### src/dram_regs_pkg.sv
/*
 * Shared constants and types for the DRAM control-register bank and
 * refresh logic: serial register addresses, field positions, reset values,
 * self-refresh timing and the row-packet command set.
 * Assumes a single 50 MHz core clock shared with the request decoder.
 */
package dram_regs_pkg;
    // Serial register addresses
    localparam logic [7:0] ADDR_IDENT       = 8'h00;
    localparam logic [7:0] ADDR_CONFIG      = 8'h01;
    localparam logic [7:0] ADDR_POWER       = 8'h03;
    localparam logic [7:0] ADDR_SERIAL_WRITE_DATA_LOAD        = 8'h04;
    localparam logic [7:0] ADDR_REF_BANK    = 8'h07;
    localparam logic [7:0] ADDR_REF_HIGH    = 8'h08;
    localparam logic [7:0] ADDR_REF_MID     = 8'h09;
    localparam logic [7:0] ADDR_REF_LOW     = 8'h0A;
    localparam logic [7:0] ADDR_CUR_EVEN    = 8'h0C;
    localparam logic [7:0] ADDR_CUR_ODD     = 8'h0D;
    localparam logic [7:0] ADDR_TERM_EVEN   = 8'h0E;
    localparam logic [7:0] ADDR_TERM_ODD    = 8'h0F;
    localparam logic [7:0] ADDR_DELAY       = 8'h1F;
    // Field positions
    localparam int CFG_WIDTH_LSB = 0;
    localparam int CFG_SLE_BIT   = 2;
    localparam int PM_EXIT_BIT   = 0;
    localparam int PM_STATE_BIT  = 4;
    localparam int REFRESH_BANK_CONTROL_MBR_LSB  = 4;
    localparam int DLY_CWD_LSB   = 4;
    // Serial frame layout, bit index after the start field
    localparam logic [7:0] START_PATTERN = 8'h0C;
    localparam logic [4:0] BIT_SCMD_END  = 5'h01;
    localparam logic [4:0] BIT_IDENT_END = 5'h09;
    localparam logic [4:0] BIT_ADDR_END  = 5'h11;
    localparam logic [4:0] BIT_GAP       = 5'h12;
    localparam logic [4:0] BIT_DATA_END  = 5'h1A;
    localparam logic [4:0] BIT_LAST      = 5'h1B;
    // Reset values
    localparam logic [5:0]  IDENT_RESET = 6'h00;
    localparam logic [10:0] ROW_RESET   = 11'h000;
    localparam logic [1:0]  WIDTH_RESET = 2'h2;
    localparam logic [2:0]  READ_COLUMN_LATENCY_RESET  = 3'h3;
    localparam logic [2:0]  WRITE_DATA_DELAY_RESET  = 3'h2;
    // Self-refresh timing
    localparam int CLOCK_MHZ        = 50;
    localparam int SELF_REF_NS      = 7800;
    localparam int SELF_REF_CYCLES  = (SELF_REF_NS * CLOCK_MHZ) / 1000;

    typedef enum logic [2:0] {
        ROW_NOP, ROW_ACTIVATE, ROW_PRECHARGE,
        ROW_REF_ACTIVATE, ROW_REF_INCREMENT, ROW_REF_PRECHARGE
    } row_cmd_t;

    typedef struct packed {
        logic       valid;
        row_cmd_t   cmd;
        logic [2:0] bank;
        logic [10:0] row;
    } row_packet_t;

    typedef struct packed {
        logic [1:0] io_width;
        logic       serial_load_enable;
        logic [5:0] drive_current_even_value;
        logic [5:0] drive_current_odd_value;
        logic [5:0] termination_even_value;
        logic [5:0] termination_odd_value;
        logic [2:0] read_column_latency;
        logic [2:0] write_data_delay;
    } settings_t;
endpackage : dram_regs_pkg

### src/dram_control_regs_refresh.sv
/*
 * Control-register bank, serial register port and refresh engine of a
 * DRAM device. Registers are reached over the serial pins (clock, command,
 * data in, data out); row packets and power-down commands come decoded
 * from request logic on the core clock.
 * Assumes the serial pins are asynchronous and much slower than the clock.
 */
`timescale 1ns/10ps
module dram_control_regs_refresh (
    input  wire logic                       clock,          // 50 MHz core clock
    input  wire logic                       rst,            // Synchronous reset
    input  wire logic                       ser_clk,        // Serial clock pin
    input  wire logic                       ser_cmd,        // Serial command pin
    input  wire logic                       ser_din,        // Serial data in pin
    output logic                            ser_dout,       // Serial data out pin
    input  dram_regs_pkg::row_packet_t      row_pkt,        // Decoded row packet
    input  wire logic                       power_down_cmd, // Power-down from column packet
    output dram_regs_pkg::settings_t        settings,       // Live configuration
    output logic                            powered_down,   // Device in power-down
    output logic [7:0]                      bank_open,      // Per-bank sensed state
    output logic                            sense_pulse,    // Row sensed by refresh
    output logic [7:0]                      sense_banks,    // Banks being refreshed
    output logic [10:0]                     sense_row,      // Row being refreshed
    output logic                            serial_write_data_load_valid,     // Serial write data strobe
    output logic [7:0]                      serial_write_data_load_data       // Serial write data
);
    typedef enum logic {SER_HUNT, SER_FRAME} ser_state_t;
    logic [2:0]  sync1_r, sync2_r, sync3_r, filt_r;
    ser_state_t  ser_state_r;
    logic [4:0]  bit_cnt_r;
    logic [7:0]  shift_r, rd_shift_r, addr_r;
    logic [1:0]  scmd_r, mbr_r;
    logic        sck_prev_r, selected_r, window_r, ser_dout_r;
    logic [5:0]  ident_r;
    dram_regs_pkg::settings_t settings_r;
    logic        exit_r, down_r, serial_write_data_load_valid_r, sense_pulse_r;
    logic [2:0]  ref_bank_r;
    logic [10:0] row_ptr_r, sense_row_r;
    logic [7:0]  bank_open_r, sense_banks_r, serial_write_data_load_r;
    logic [15:0] self_cnt_r;
    // Pin filter: a change counts once stages two and three agree
    wire  [2:0] filt_nxt = (sync2_r & sync3_r) | (filt_r & (sync2_r ^ sync3_r));
    wire        sck_fall = sck_prev_r & ~filt_r[2];
    wire        cmd_bit  = filt_r[1];
    wire  [7:0] byte_in  = {shift_r[6:0], cmd_bit};
    wire        in_frame = ser_state_r == SER_FRAME;
    wire        is_read  = scmd_r[1];
    always_ff @(posedge clock) begin
        if (rst) begin
            sync1_r    <= 3'h0;
            sync2_r    <= 3'h0;
            sync3_r    <= 3'h0;
            filt_r     <= 3'h0;
            sck_prev_r <= 1'b0;
        end else begin
            sync1_r    <= {ser_clk, ser_cmd, ser_din};
            sync2_r    <= sync1_r;
            sync3_r    <= sync2_r;
            filt_r     <= filt_nxt;
            sck_prev_r <= filt_r[2];
        end
    end
    // Frame decode, all on the falling edge of the serial clock
    wire start_seen = !in_frame && sck_fall && byte_in[3:0] == dram_regs_pkg::START_PATTERN[3:0];
    wire ident_done = in_frame && sck_fall && bit_cnt_r == dram_regs_pkg::BIT_IDENT_END;
    // Broadcast write and forced read ignore the identifier
    wire ident_hit  = byte_in[5:0] == ident_r || scmd_r[0];
    wire gap_fall   = in_frame && sck_fall && bit_cnt_r == dram_regs_pkg::BIT_GAP;
    wire data_fall  = in_frame && sck_fall && bit_cnt_r == dram_regs_pkg::BIT_DATA_END;
    wire wr_commit  = data_fall && selected_r && !is_read;
    always_ff @(posedge clock) begin
        if (rst) begin
            ser_state_r <= SER_HUNT;
            bit_cnt_r   <= 5'h00;
            shift_r     <= 8'h00;
        end else if (sck_fall) begin
            shift_r <= byte_in;
            if (start_seen) begin
                ser_state_r <= SER_FRAME;
                bit_cnt_r   <= 5'h00;
                shift_r     <= 8'h00;
            end else if (in_frame && bit_cnt_r == dram_regs_pkg::BIT_LAST) begin
                ser_state_r <= SER_HUNT;
                shift_r     <= 8'h00;
            end else begin
                bit_cnt_r <= bit_cnt_r + 5'h01;
            end
        end
    end
    always_ff @(posedge clock) begin
        if (rst) begin
            scmd_r     <= 2'h0;
            addr_r     <= 8'h00;
            selected_r <= 1'b0;
        end else if (in_frame && sck_fall) begin
            if (bit_cnt_r == dram_regs_pkg::BIT_SCMD_END)
                scmd_r <= byte_in[1:0];
            if (ident_done)
                selected_r <= ident_hit;
            if (bit_cnt_r == dram_regs_pkg::BIT_ADDR_END)
                addr_r <= byte_in;
        end
    end
    // Read mux: one address per register, unmapped and reserved bits read 0
    wire [7:0] rd_data =
        addr_r == dram_regs_pkg::ADDR_IDENT    ? {2'h0, ident_r} :
        addr_r == dram_regs_pkg::ADDR_CONFIG   ? {5'h00, settings_r.serial_load_enable,
                                                  settings_r.io_width} :
        addr_r == dram_regs_pkg::ADDR_POWER    ? {3'h0, down_r, 3'h0, exit_r} :
        addr_r == dram_regs_pkg::ADDR_SERIAL_WRITE_DATA_LOAD     ? serial_write_data_load_r :
        addr_r == dram_regs_pkg::ADDR_REF_BANK ? {2'h0, mbr_r, 1'b0, ref_bank_r} :
        addr_r == dram_regs_pkg::ADDR_REF_HIGH ? {5'h00, row_ptr_r[10:8]} :
        addr_r == dram_regs_pkg::ADDR_REF_MID  ? {4'h0, row_ptr_r[7:4]} :
        addr_r == dram_regs_pkg::ADDR_REF_LOW  ? {4'h0, row_ptr_r[3:0]} :
        addr_r == dram_regs_pkg::ADDR_CUR_EVEN ? {2'h0, settings_r.drive_current_even_value} :
        addr_r == dram_regs_pkg::ADDR_CUR_ODD  ? {2'h0, settings_r.drive_current_odd_value} :
        addr_r == dram_regs_pkg::ADDR_TERM_EVEN ? {2'h0, settings_r.termination_even_value} :
        addr_r == dram_regs_pkg::ADDR_TERM_ODD ? {2'h0, settings_r.termination_odd_value} :
        addr_r == dram_regs_pkg::ADDR_DELAY    ? {1'b0, settings_r.write_data_delay, 1'b0,
                                                  settings_r.read_column_latency} :
        8'h00;
    // In a read's data window, unselected devices pass data in straight to data out, so a chain works
    always_ff @(posedge clock) begin
        if (rst) begin
            window_r   <= 1'b0;
            rd_shift_r <= 8'h00;
            ser_dout_r <= 1'b0;
        end else if (gap_fall && is_read) begin
            window_r   <= 1'b1;
            rd_shift_r <= {rd_data[6:0], 1'b0};
            ser_dout_r <= selected_r ? rd_data[7] : filt_r[0];
        end else if (window_r && data_fall) begin
            window_r   <= 1'b0;
            ser_dout_r <= 1'b0;
        end else if (window_r && !selected_r) begin
            ser_dout_r <= filt_r[0];
        end else if (window_r && sck_fall) begin
            rd_shift_r <= {rd_shift_r[6:0], 1'b0};
            ser_dout_r <= rd_shift_r[7];
        end
    end
    function automatic logic wr_to(input logic [7:0] a);
        return wr_commit && addr_r == a;
    endfunction : wr_to
    always_ff @(posedge clock) begin
        if (rst) begin
            ident_r                            <= dram_regs_pkg::IDENT_RESET;
            settings_r                         <= '0;
            settings_r.io_width                <= dram_regs_pkg::WIDTH_RESET;
            settings_r.read_column_latency     <= dram_regs_pkg::READ_COLUMN_LATENCY_RESET;
            settings_r.write_data_delay        <= dram_regs_pkg::WRITE_DATA_DELAY_RESET;
        end else begin
            if (wr_to(dram_regs_pkg::ADDR_IDENT))
                ident_r <= byte_in[5:0];
            if (wr_to(dram_regs_pkg::ADDR_CONFIG)) begin
                settings_r.io_width <= byte_in[dram_regs_pkg::CFG_WIDTH_LSB +: 2];
                settings_r.serial_load_enable <= byte_in[dram_regs_pkg::CFG_SLE_BIT];
            end
            if (wr_to(dram_regs_pkg::ADDR_CUR_EVEN))
                settings_r.drive_current_even_value <= byte_in[5:0];
            if (wr_to(dram_regs_pkg::ADDR_CUR_ODD))
                settings_r.drive_current_odd_value <= byte_in[5:0];
            if (wr_to(dram_regs_pkg::ADDR_TERM_EVEN))
                settings_r.termination_even_value <= byte_in[5:0];
            if (wr_to(dram_regs_pkg::ADDR_TERM_ODD))
                settings_r.termination_odd_value <= byte_in[5:0];
            if (wr_to(dram_regs_pkg::ADDR_DELAY)) begin
                settings_r.read_column_latency <= byte_in[2:0];
                settings_r.write_data_delay <= byte_in[dram_regs_pkg::DLY_CWD_LSB +: 3];
            end
        end
    end
    // Serial write data reaches memory only while serial load is enabled
    always_ff @(posedge clock) begin
        if (rst) begin
            serial_write_data_load_r       <= 8'h00;
            serial_write_data_load_valid_r <= 1'b0;
        end else begin
            serial_write_data_load_valid_r <= wr_to(dram_regs_pkg::ADDR_SERIAL_WRITE_DATA_LOAD) && settings_r.serial_load_enable;
            if (wr_to(dram_regs_pkg::ADDR_SERIAL_WRITE_DATA_LOAD))
                serial_write_data_load_r <= byte_in;
        end
    end
    // Exit write placed last so it wins over a power-down in the same cycle
    wire exit_write = wr_to(dram_regs_pkg::ADDR_POWER) && byte_in[dram_regs_pkg::PM_EXIT_BIT];
    always_ff @(posedge clock) begin
        if (rst) begin
            exit_r <= 1'b1;
            down_r <= 1'b0;
        end else begin
            if (power_down_cmd) begin
                exit_r <= 1'b0;
                down_r <= 1'b1;
            end
            if (wr_to(dram_regs_pkg::ADDR_POWER))
                exit_r <= byte_in[dram_regs_pkg::PM_EXIT_BIT];
            if (exit_write)
                down_r <= 1'b0;
        end
    end
    // Refresh group: multi-bank field widens one refresh to 1, 2, 4 or 8 banks
    wire [7:0]  grp_mask = mbr_r == 2'h0 ? 8'h01 : mbr_r == 2'h1 ? 8'h03 :
                           mbr_r == 2'h2 ? 8'h0F : 8'hFF;
    wire [2:0]  pkt_base  = row_pkt.bank & ~grp_mask[3:1];
    wire [2:0]  self_base = ref_bank_r & ~grp_mask[3:1];
    wire [7:0]  pkt_group = 8'(grp_mask << pkt_base);
    wire [7:0]  self_group = 8'(grp_mask << self_base);
    wire [3:0]  self_next = {1'b0, self_base} + {1'b0, grp_mask[3:1]} + 4'h1;
    wire        ref_act   = row_pkt.valid && !bank_open_r[row_pkt.bank] &&
                            (row_pkt.cmd == dram_regs_pkg::ROW_REF_ACTIVATE ||
                             row_pkt.cmd == dram_regs_pkg::ROW_REF_INCREMENT);
    wire        ref_inc   = ref_act && row_pkt.cmd == dram_regs_pkg::ROW_REF_INCREMENT;
    wire        self_fire = down_r &&
                            self_cnt_r == 16'(dram_regs_pkg::SELF_REF_CYCLES - 1);
    wire        row_adv   = ref_inc || (self_fire && self_next[3]);
    always_ff @(posedge clock) begin
        if (rst || !down_r)
            self_cnt_r <= 16'h0000;
        else
            self_cnt_r <= self_fire ? 16'h0000 : self_cnt_r + 16'h0001;
    end
    always_ff @(posedge clock) begin
        if (rst) begin
            ref_bank_r <= 3'h0;
            mbr_r      <= 2'h0;
        end else if (wr_to(dram_regs_pkg::ADDR_REF_BANK)) begin
            ref_bank_r <= byte_in[2:0];
            mbr_r      <= byte_in[dram_regs_pkg::REFRESH_BANK_CONTROL_MBR_LSB +: 2];
        end else if (self_fire) begin
            ref_bank_r <= self_next[2:0];
        end
    end
    // A serial write to a pointer part overrides only that part of an advance in the same cycle
    always_ff @(posedge clock) begin
        if (rst)
            row_ptr_r <= dram_regs_pkg::ROW_RESET;
        else begin
            if (row_adv)
                row_ptr_r <= row_ptr_r + 11'h001;
            if (wr_to(dram_regs_pkg::ADDR_REF_HIGH))
                row_ptr_r[10:8] <= byte_in[2:0];
            if (wr_to(dram_regs_pkg::ADDR_REF_MID))
                row_ptr_r[7:4] <= byte_in[3:0];
            if (wr_to(dram_regs_pkg::ADDR_REF_LOW))
                row_ptr_r[3:0] <= byte_in[3:0];
        end
    end
    // Bank state tracks activates and precharges; a refresh to a bank that is already open is dropped
    always_ff @(posedge clock) begin
        if (rst) begin
            bank_open_r   <= 8'h00;
            sense_pulse_r <= 1'b0;
            sense_banks_r <= 8'h00;
            sense_row_r   <= 11'h000;
        end else begin
            sense_pulse_r <= ref_act || self_fire;
            if (ref_act || self_fire) begin
                sense_banks_r <= self_fire ? self_group : pkt_group;
                sense_row_r   <= row_ptr_r;
            end
            if (ref_act)
                bank_open_r <= bank_open_r | pkt_group;
            else if (row_pkt.valid && row_pkt.cmd == dram_regs_pkg::ROW_ACTIVATE)
                bank_open_r[row_pkt.bank] <= 1'b1;
            else if (row_pkt.valid && (row_pkt.cmd == dram_regs_pkg::ROW_PRECHARGE ||
                                       row_pkt.cmd == dram_regs_pkg::ROW_REF_PRECHARGE))
                bank_open_r <= bank_open_r & ~pkt_group;
        end
    end
    assign ser_dout     = ser_dout_r;
    assign settings     = settings_r;
    assign powered_down = down_r;
    assign bank_open    = bank_open_r;
    assign sense_pulse  = sense_pulse_r;
    assign sense_banks  = sense_banks_r;
    assign sense_row    = sense_row_r;
    assign serial_write_data_load_valid   = serial_write_data_load_valid_r;
    assign serial_write_data_load_data    = serial_write_data_load_r;
    chk_exit_wakes: assert property (@(posedge clock) disable iff (rst)
        exit_write |=> !powered_down && exit_r)
        else $error("exit write did not wake device");
    chk_pdn_clears_exit: assert property (@(posedge clock) disable iff (rst)
        power_down_cmd && !wr_to(dram_regs_pkg::ADDR_POWER) |=> !exit_r && powered_down)
        else $error("power-down did not clear exit field");
    chk_refresh_row_used: assert property (@(posedge clock) disable iff (rst)
        ref_act |=> sense_pulse && sense_row == $past(row_ptr_r)
                    && bank_open[$past(row_pkt.bank)])
        else $error("refresh activate did not sense pointer row");
    chk_precharge_closes: assert property (@(posedge clock) disable iff (rst)
        row_pkt.valid && row_pkt.cmd == dram_regs_pkg::ROW_REF_PRECHARGE
        |=> !bank_open[$past(row_pkt.bank)])
        else $error("refresh precharge left bank open");
    chk_increment_ptr: assert property (@(posedge clock) disable iff (rst)
        ref_inc && !wr_commit |=> row_ptr_r == 11'($past(row_ptr_r) + 11'h001))
        else $error("refresh increment did not advance pointer");
    chk_plain_ref_holds: assert property (@(posedge clock) disable iff (rst)
        ref_act && !ref_inc && !wr_commit && !self_fire |=> $stable(row_ptr_r))
        else $error("plain refresh moved the pointer");
    chk_unmatched_passes: assert property (@(posedge clock) disable iff (rst)
        window_r && !selected_r && !data_fall |=> ser_dout == $past(filt_r[0]))
        else $error("unselected device did not pass data through");
    chk_unmapped_zero: assert property (@(posedge clock) disable iff (rst)
        addr_r[7:5] != 3'h0 |-> rd_data == 8'h00)
        else $error("unmapped address read nonzero");
    chk_current_write: assert property (@(posedge clock) disable iff (rst)
        wr_to(dram_regs_pkg::ADDR_CUR_ODD)
        |=> settings.drive_current_odd_value == $past(byte_in[5:0]))
        else $error("odd drive current not written");
    chk_serial_load_gate: assert property (@(posedge clock) disable iff (rst)
        serial_write_data_load_valid |-> $past(settings_r.serial_load_enable) && serial_write_data_load_data == $past(byte_in))
        else $error("serial data strobed without enable");
endmodule : dram_control_regs_refresh

### config.mk
export PLATFORM = sky130hd
export DESIGN_NAME = dram_control_regs_refresh
export DESIGN_NICKNAME = d
export VERILOG_FILES = /design/src/dram_regs_pkg.sv /design/src/dram_control_regs_refresh.sv
export SDC_FILE = /design/constraint.sdc
export NUM_CORES = 1
export LEC_CHECK = 0
export ABC_AREA = 0
export BUFFER_PORTS_ARGS = -buffer_cell sky130_fd_sc_hd__buf_2
export CAP_MARGIN = 20
export CORE_AREA = 2 2 133 122
export DETAILED_ROUTE_END_ITERATION = 8
export DIE_AREA = 0 0 135 124
export PLACE_DENSITY = 0.77
export SKIP_CTS_REPAIR_TIMING = 1
export SKIP_LAST_GASP = 1
export SLEW_MARGIN = 20
export SYNTH_ARGS = -nofsm -noshare
export SYNTH_HDL_FRONTEND = slang
export SYNTH_SLANG_ARGS = --single-unit
### constraint.sdc
create_clock -name clock -period 2.36 [get_ports clock]
set_clock_uncertainty 0.05 [all_clocks]
set_input_delay 0 -clock clock [delete_from_list [all_inputs] [get_ports clock]]
set_output_delay 0 -clock clock [all_outputs]
set_load 0.005 [all_outputs]
# After elaboration in Yosys (flattened, before gate mapping)

Index checks and enable logic that the tools add are counted.

Output and inout bits: 72
Memories: 0
Input bits: 24
Bits in writable memories: 0
Register bits after elaboration: 156
Latch bits: 0
Bits in read-only memories: 0

Div/mod/pow operators: 0
Order comparisons: 2
Add/subtract/negate cells: 5
Equality and inequality tests: 31
Bitwise gates (word level): 13
Shifts and indexed selects: 2
Mux-type cells: 49
Multiply operators: 0
Reductions and logical operators: 67

Operator list:

| cell                                           | count |
|---|---|
| two-way mux 8 bit                              | 15 |
| two-way mux 7 bit                              | 11 |
| == test 8 x 4 -> 1 bit, second input constant  | 7 |
| logical AND 1 bit                              | 36 |
| == test 5 bit, second input constant           | 4 |
| adder 16 x 1 -> 16 bit, second input constant  | 1 |
| == test 16 x 9 -> 1 bit, second input constant | 1 |
| == test 8 x 3 -> 1 bit, second input constant  | 2 |
| bitwise OR 8 bit                               | 2 |
| nonzero test 2 bit                             | 8 |
| left shift 8 x 3 -> 8 bit                      | 2 |
| two-way mux 1 bit                              | 13 |
| AND 3 bit                                      | 4 |
| adder 11 x 1 -> 11 bit, second input constant  | 1 |
| two-way mux 11 bit                             | 1 |
| two-way mux 5 bit                              | 2 |
| AND reduction 2 bit                            | 5 |
| two-way mux 3 bit                              | 3 |
| AND 8 bit                                      | 1 |
| == test 8 x 1 -> 1 bit, second input constant  | 1 |
| == test 8 x 2 -> 1 bit, second input constant  | 1 |
| == test 8 x 5 -> 1 bit, second input constant  | 1 |
| zero test 8 bit                                | 1 |
| two-way mux 4 bit                              | 2 |
| other kinds (30)                               | 44 |

# Depth between registers and ports, before layout

Gate-level depths: netlist of the first run.

Word-level depth: 16
Depth in mapped cells: 9

# Worst setup path before layout of the first run

Ideal clock, no wire load.

Path kind: register to register
From: register self_cnt_r[0]
To: register row_ptr_r[6]
Setup slack: 0.209 ns
Path buffers: 1
Cell stages (with the launch flop): 9
Arrival: 2.010 ns
Setup time: 0.091 ns
Required time: 2.219 ns
Path through: dfxtp_1 ha_1 and4bb_2 nand4_1 a21o_1 buf_2 and2_4 or4_1 a311oi_1

Longest elaborated chain between the ends: 5

Ends and longest elaborated chain:

| what                         | RTL line                         | RTL |
|---|---|---|
| start, declared              | dram_control_regs_refresh.sv:40  | `logic [15:0] self_cnt_r;` |
| start signal, assigned       | dram_control_regs_refresh.sv:220 | `self_cnt_r <= self_fire ? 16'h0000 : self_cnt_r + 16'h0001;` |
| == test 16 x 9 -> 1 bit      | dram_control_regs_refresh.sv:214 | `self_cnt_r == 16'(dram_regs_pkg::SELF_REF_CYCLES - 1);` |
| logical AND 1 bit            | dram_control_regs_refresh.sv:213 | `wire self_fire = down_r &&` |
| logical AND 1 bit            | dram_control_regs_refresh.sv:215 | `wire row_adv = ref_inc \|\| (self_fire && self_next[3]);` |
| logical OR 1 bit             | dram_control_regs_refresh.sv:215 |  |
| nonzero test 2 bit (no line) | --                               |  |
| end signal, assigned         | dram_control_regs_refresh.sv:236 | `row_ptr_r <= dram_regs_pkg::ROW_RESET;` |
| end signal, assigned         | dram_control_regs_refresh.sv:239 | `row_ptr_r <= row_ptr_r + 11'h001;` |
| end signal, assigned         | dram_control_regs_refresh.sv:243 | `row_ptr_r[7:4] <= byte_in[3:0];` |
| end, declared                | dram_control_regs_refresh.sv:38  | `logic [10:0] row_ptr_r, sense_row_r;` |

Every way passes these cells.
A chain may end at the register's enable or synchronous reset.

# Final worst setup path of the first run

From: register addr_r[7]
To: register rd_shift_r[3]

Longest elaborated chain between the ends: 15
Elaborated cells between the ends (all ways): 27

Ends and longest elaborated chain:

| what                   | RTL line                         | RTL |
|---|---|---|
| start, declared        | dram_control_regs_refresh.sv:31  | `logic [7:0] shift_r, rd_shift_r, addr_r;` |
| start signal, assigned | dram_control_regs_refresh.sv:101 | `addr_r <= byte_in;` |
| == test 8 x 5 -> 1 bit | dram_control_regs_refresh.sv:119 | `addr_r == dram_regs_pkg::ADDR_DELAY ? {1'b0, settings_r.write_data_delay, 1'b0,` |
| two-way mux 7 bit      | dram_control_regs_refresh.sv:119 |  |
| two-way mux 7 bit      | dram_control_regs_refresh.sv:118 | `addr_r == dram_regs_pkg::ADDR_TERM_ODD ? {2'h0, settings_r.termination_odd_value} :` |
| two-way mux 7 bit      | dram_control_regs_refresh.sv:117 | `addr_r == dram_regs_pkg::ADDR_TERM_EVEN ? {2'h0, settings_r.termination_even_value} :` |
| two-way mux 7 bit      | dram_control_regs_refresh.sv:116 | `addr_r == dram_regs_pkg::ADDR_CUR_ODD ? {2'h0, settings_r.drive_current_odd_value} :` |
| two-way mux 7 bit      | dram_control_regs_refresh.sv:115 | `addr_r == dram_regs_pkg::ADDR_CUR_EVEN ? {2'h0, settings_r.drive_current_even_value} :` |
| two-way mux 7 bit      | dram_control_regs_refresh.sv:114 | `addr_r == dram_regs_pkg::ADDR_REF_LOW ? {4'h0, row_ptr_r[3:0]} :` |
| two-way mux 7 bit      | dram_control_regs_refresh.sv:113 | `addr_r == dram_regs_pkg::ADDR_REF_MID ? {4'h0, row_ptr_r[7:4]} :` |
| two-way mux 7 bit      | dram_control_regs_refresh.sv:112 | `addr_r == dram_regs_pkg::ADDR_REF_HIGH ? {5'h00, row_ptr_r[10:8]} :` |
| two-way mux 7 bit      | dram_control_regs_refresh.sv:111 | `addr_r == dram_regs_pkg::ADDR_REF_BANK ? {2'h0, mbr_r, 1'b0, ref_bank_r} :` |
| two-way mux 8 bit      | dram_control_regs_refresh.sv:110 | `addr_r == dram_regs_pkg::ADDR_SERIAL_WRITE_DATA_LOAD ? serial_write_data_load_r :` |
| two-way mux 8 bit      | dram_control_regs_refresh.sv:109 | `addr_r == dram_regs_pkg::ADDR_POWER ? {3'h0, down_r, 3'h0, exit_r} :` |
| two-way mux 8 bit      | dram_control_regs_refresh.sv:107 | `addr_r == dram_regs_pkg::ADDR_CONFIG ? {5'h00, settings_r.serial_load_enable,` |
| two-way mux 8 bit (*)  | dram_control_regs_refresh.sv:106 | `addr_r == dram_regs_pkg::ADDR_IDENT ? {2'h0, ident_r} :` |
| two-way mux 8 bit (*)  | dram_control_regs_refresh.sv:128 | `end else if (gap_fall && is_read) begin` |
| end signal, assigned   | dram_control_regs_refresh.sv:130 | `rd_shift_r <= {rd_data[6:0], 1'b0};` |
| end signal, assigned   | dram_control_regs_refresh.sv:138 | `rd_shift_r <= {rd_shift_r[6:0], 1'b0};` |
| end, declared          | dram_control_regs_refresh.sv:31  |  |

Mark *: on every way between the ends. The rest lies on a longest branch, timed or not.

==> metrics.cfg, run 1 <==
[global_route]
grt_first_pass_wirelength_um = 34200
top_usage_layer = met2
grt_max_degree = 80
antenna_found_initial = 1
use_met2 = 0.396
grtUsageMet1 = 0.371
grt_use_met3 = 0.0566
grt_pass1_vias = 6573
overflow = 0
track_usage = 0.262

[yosys]
ys_ff_latch = 156
netlist_area_um2 = 7670
synthCells = 922
synth_warnings = 0
ys.flop_type = dfxtp_1
synth_edf_count = 0
synth_fp_nets = 956
ys_seq_area_frac = 0.407
ys_types = 76
synthArstFlopShare = 0
syn_area_per_cell_um2 = 8.32

[routing]
first_pass_iters = 5
vias_per_cell = 5.89
post_drt_wl_per_cell_um = 17.5
drc = 0
wl_um = 21800
via_count = 7340
ant_nets = 0
drt_iter0_drc = 742

[pwr]
p_comb_frac = 0.029
power_frac_seq = 0.470
p_switching_uw = 1220
netSwitchingFraction = 0.215
p_int_uw = 4440
irDropWorstVdd_v = 0.000514
clock_power_share = 0.501
leakagePower_uw = 0.00387
p_per_area_nw_per_um2 = 610

[critical_path]
required_ns = 2.61
critPathKind = register to register
cp.arrival_ns = 2.56
start_kind = register
end_kind = register
reg2reg_from = addr_r[7]
reg2regPathDepth = 8
cp-startpoint = addr_r[7]
cp_max_fo = 12

[clocking]
clk_path_buf_depth = 2
htreeDepth = 4
path_clk_slew_ns = 0.06
cts_root_buffer = clkbuf_16
clk_latency_ns = 0.42
cts_tree = built
cts_made_buffers = 17
cts.sinks = 156

[job]
cap_violations = 0

[timing]
period_minus_slack_ns = 2.31
slew_headroom = 0.451
worst_slew_pin_slew_ns = 0.823
timing.final.crit_share = 0.977
setup_violations = 0
tns_ns = 0
finalMaxSlewViolations = 0
finalHoldViolCount = 0
whs_ns = 0.0336
final.setup.worst_slack_ns = 0.0544
max_freq_mhz = 434
rsz0062_at_grt = false

[floorplan]
io_pins = 96
start_util = 0.502
die_w_um = 135
die_h_um = 124
placementRows = 43
core-area_um2 = 15300
dieArea_um2 = 16700

[worst_hold_path]
hold_depth = 4
min_path_type = input pin to register
worstHoldStart = row_pkt[13]

[final_layout]
area_delta_synth_final_pct = 20.9
nets = 1064
drive_above_1_share = 0.192

[place]
gp_congestion = 1.04
port_buffers = 84
dp_hpwl_um = 15500
place_ws_ns = 0.113

[status]
status = finished, final reports clean

==> through the flow <==
stage,cells,total power [µW],utilization,area [µm²]
finish,1246,5660,0.606,9270
detailed placement,1207,2870,0.561,8580
global placement,1207,2870,0.561,8580
floorplan,922,2820,-,7670
global route,1245,5840,0.606,9260
CTS,1239,5690,0.602,9200
==> area by class of cell <==
class                      count  area (µm²)
inverter                      19        71.3
multi-input combinational    682        4220
clock buffer                  20         457
clock inverter                12         161
timing repair buffer         154         973
sequential                   156        3130
antenna                        1        2.50
tap                          202         253
fill                        1351        6010
==> sequential cells by signal, indices dropped and copies added, names as in the netlist, 5 cells and up <==
name / cells
self_cnt_r: 16
ident_r: 6
shift_r: 7
row_ptr_r: 11
sense_banks: 8
rd_shift_r: 7
serial_write_data_load_data: 8
addr_r: 8
bank_open: 8
bit_cnt_r: 5
sense_row: 11
settings: 33
==> metal layers <==
metal,vias up,wire length [µm]
met5,-,0
met2,295,9510
met4,0,411
met3,35,1600
met1,3477,10300
li1,3533,-
==> worst paths after layout <==
path | to | slack, ns
max reg2reg | rd_shift_r[3] | 0.05
min reg2reg | sync2_r[1] | 0.39
min | bank_open[1] | 0.03
max | rd_shift_r[3] | 0.05
==> layout by cell type (no fill, tap or decap), types with 17 or more instances in the layout <==
cell	netlist	final
inv_1	19	19
buf_2	11	83
nor2b_1	18	18
nor3_1	29	29
a211oi_1	23	23
nand3_1	43	43
nor2_1	136	135
dfxtp_1	156	154
clkbuf_16	0	17
buf_4	0	65
mux2i_1	60	60
o21ai_0	33	33
xor2_1	17	17
a21oi_1	59	59
nand2_1	60	60
==> critical path: stages, from the launching register on <==
cell	delay, ns
dfxtp_1	0.32
buf_4	0.18
nand4b_1	0.25
nor3_1	0.33
buf_4	0.22
o2bb2ai_1	0.12
nor2_1	0.06
o41a_1	0.47
o32ai_1	0.19
==> power groups by stage <==
stage / Sequential (µW) / Combinational, µW / Clock [µW]
floorplan: 2720 / 103 / 0
global placement: 2720 / 151 / 0
detailed placement: 2720 / 153 / 0
CTS: 2660 / 154 / 2880
global route: 2660 / 177 / 3000
finish: 2660 / 162 / 2840
==> cells by family after synthesis <==
logic type                 count (synthesis)  synth area share
AOI/OAI and AO/OA                        201             0.172
muxes                                     60            0.0783
adders and majority gates                 10            0.0163
xor gates and xnor gates                  31            0.0354
buffers and inverters                     84            0.0429
DFF                                      156             0.407
and+or+nand+nor                          380             0.247
==> synth_stat cells, drive strengths merged, types with 2 or more instances <==
library cell  count  area, µm²
o22ai             4       25.0
clkbuf           49        184
nor2            142        553
a2111oi           2       17.5
a21o              5       37.5
nand3            44        225
nand3b            5       37.5
a311oi            3       26.3
nor4b             2       23.8
dfxtp           156       3120
a211oi           23        173
nor3b             7       52.6
inv              19       71.3
and2              4       27.5
xor2             17        149
o32a              2       20.0
a222oi            2       20.0
and4bb            2       25.0
a211o             3       26.3
a31oi            14       87.6
nand2b           10       62.6
or3               9       61.3
o21a              3       22.5
nand4b            3       26.3
nand2            60        225
and3              9       56.3
a21oi            59        295
xnor2            14        123
o21ai            33        165
or4b              2       20.0
nor3             31        171
ha               10        125
nor2b            18        113
nand4            13       81.3
buf              16       73.8
o21bai            2       15.0
a22oi            11       82.6
o32ai             3       26.3
or2               4       25.0
o22a              3       26.3
nor4             11       75.1
a221oi           10       87.6
o211ai            3       22.5
o2bb2ai           3       26.3
mux2i            60        601
Note: power is estimated with default switching activity, not from simulation.
==> inputs of run 2 (changes only) <==
- RECOVER_POWER: default -> 25
==> metrics.cfg, run 2 (same netlist as run 1, synthesis figures left out) <==
[timing]
worst_slew_pin_slew_ns = 1.05  ; +0.227 ns
period_minus_slack_ns = 2.30  ; -0.00998 ns
finalMaxSlewViolations = 0  ; unchanged
rsz0062_at_grt = false
setup_violations = 0  ; unchanged
timing.final.crit_share = 0.973  ; -0.00423
finalHoldViolCount = 0  ; unchanged
tns_ns = 0  ; unchanged
max_freq_mhz = 436  ; +0.43%
slew_headroom = 0.300  ; -0.151

[final_layout]
final_cell_mix = dfxtp_1 (154), nor2_1 (135), buf_4 (64)
mostFrequentLayoutCell = dfxtp_1
drive_above_1_share = 0.166  ; -0.0259
instances_no_fill = 1246  ; unchanged
area_delta_synth_final_pct = 20.4
num-fill-cells = 1368  ; +1.3%
design_area_um2 = 9230  ; -0.39%
nets = 1064  ; unchanged
largest_reg_flops = 33  ; unchanged

[floorplan]
placementRows = 43  ; unchanged
core-area_um2 = 15300  ; unchanged
die_w_um = 135  ; unchanged
dieArea_um2 = 16700  ; unchanged
die_h_um = 124  ; unchanged
start_util = 0.502  ; unchanged
io_pins = 96  ; unchanged

[clocking]
cts_root_buffer = clkbuf_16
path_clk_slew_ns = 0.06  ; about the same
clk_path_buf_depth = 2  ; unchanged
htreeDepth = 4  ; unchanged
cts.sinks = 156  ; unchanged
clk_latency_ns = 0.42  ; about the same
cts_tree = built
cts_made_buffers = 17  ; unchanged

[global_route]
grt_max_degree = 80  ; unchanged
grt_first_pass_wirelength_um = 34200  ; unchanged
overflow = 0  ; unchanged
grt_pass1_vias = 6573  ; unchanged
track_usage = 0.262  ; unchanged
antenna_found_initial = 1  ; unchanged

[routing]
vias_per_cell = 5.92  ; +0.49%
via_count = 7376  ; +0.49%
post_drt_wl_per_cell_um = 17.5  ; about the same
drc = 0  ; unchanged
wl_um = 21800  ; about the same
drt_iter0_drc = 752  ; +1.3%
ant_nets = 0  ; unchanged
first_pass_iters = 7  ; +2

[pwr]
p_int_uw = 4440  ; about the same
p_switching_uw = 1220  ; about the same
p_total_uw = 5660  ; about the same
power_frac_seq = 0.470  ; about the same
p_comb_frac = 0.028  ; about the same
netSwitchingFraction = 0.215  ; about the same
clock_power_share = 0.501  ; about the same
p_per_area_nw_per_um2 = 613  ; +0.39%
leakagePower_uw = 0.00375  ; -3.1%
irDropWorstVdd_v = 0.000514  ; about the same

[status]
status = finished, final reports clean

[critical_path]
critPathKind = register to register
cp.arrival_ns = 2.55  ; about the same
cp_max_fo = 12  ; unchanged
required_ns = 2.62  ; about the same
start_kind = register
end_kind = register

[place]
port_buffers = 84  ; unchanged
dp_hpwl_um = 15500  ; unchanged
place_inst = 1207  ; unchanged
dpl_cell_area_um2 = 8580  ; unchanged
gp_congestion = 1.04  ; unchanged

[worst_hold_path]
min_path_type = input pin to register

[job]
cap_violations = 0  ; unchanged

run 2: cell count changes in the layout (fill, tap and decap cells not counted), sizes merged:
cell,change
buf,-27
clkbuf,+27
run 2: cell type report:
cell class | count | area, µm² | area share
Antenna cell | 1 | 2.50 | 0.000271
Multi-Input combinational cell | 682 | 4220 | 0.458
Inverter | 19 | 71.3 | 0.00773
Timing Repair Buffer | 154 | 937 | 0.102
Tap cell | 202 | 253 | 0.0274
Clock buffer | 20 | 457 | 0.0495
Sequential cell | 156 | 3130 | 0.339
Clock inverter | 12 | 161 | 0.0175
run 2: power by group through the flow:
stage	registers [µW]	logic, µW	clock network [µW]
5_1_grt	2660	176	3000
4_1_cts	2660	154	2880
2_1_floorplan	2720	103	0
3_3_place_gp	2720	151	0
6_report	2660	160	2840
3_5_place_dp	2720	153	0
run 2: per-layer routing:
layer	wire (µm)	global-route usage	vias up
li1	-	-	3535
met1	10100	0.371	3481
met2	9490	0.396	323
met3	1810	0.0566	37
met4	406	0.0866	0
met5	0	0	-
run 2: stage by stage:
stage | hold slack (ns) | setup WS (ns) | util
after floorplan | 0.0602 | 0.209 | -
after global placement | 0.163 | 0.137 | 0.561
after detailed placement | 0.163 | 0.113 | 0.561
after CTS | -0.280 | 0.000197 | 0.602
after global routing | 0.0418 | 0.00191 | 0.604
final | 0.0344 | 0.0644 | 0.604
run 2: critical path, stage by stage (launching register included):
cell	delay [ns]
dfxtp_1	0.32
buf_4	0.18
nand4b_1	0.25
nor3_1	0.33
buf_4	0.22
o2bb2ai_1	0.12
nor2_1	0.06
o41a_1	0.48
o32ai_1	0.18
run 2: worst paths after layout:
kind	startpoint	to	slack, ns	cells past startpoint
setup reg to reg	addr_r[7]	rd_shift_r[3]	0.06	8
hold reg to reg	sync1_r[1]	sync2_r[1]	0.39	1
hold / removal	row_pkt[13]	bank_open[1]	0.03	4
setup / recovery	addr_r[7]	rd_shift_r[3]	0.06	8
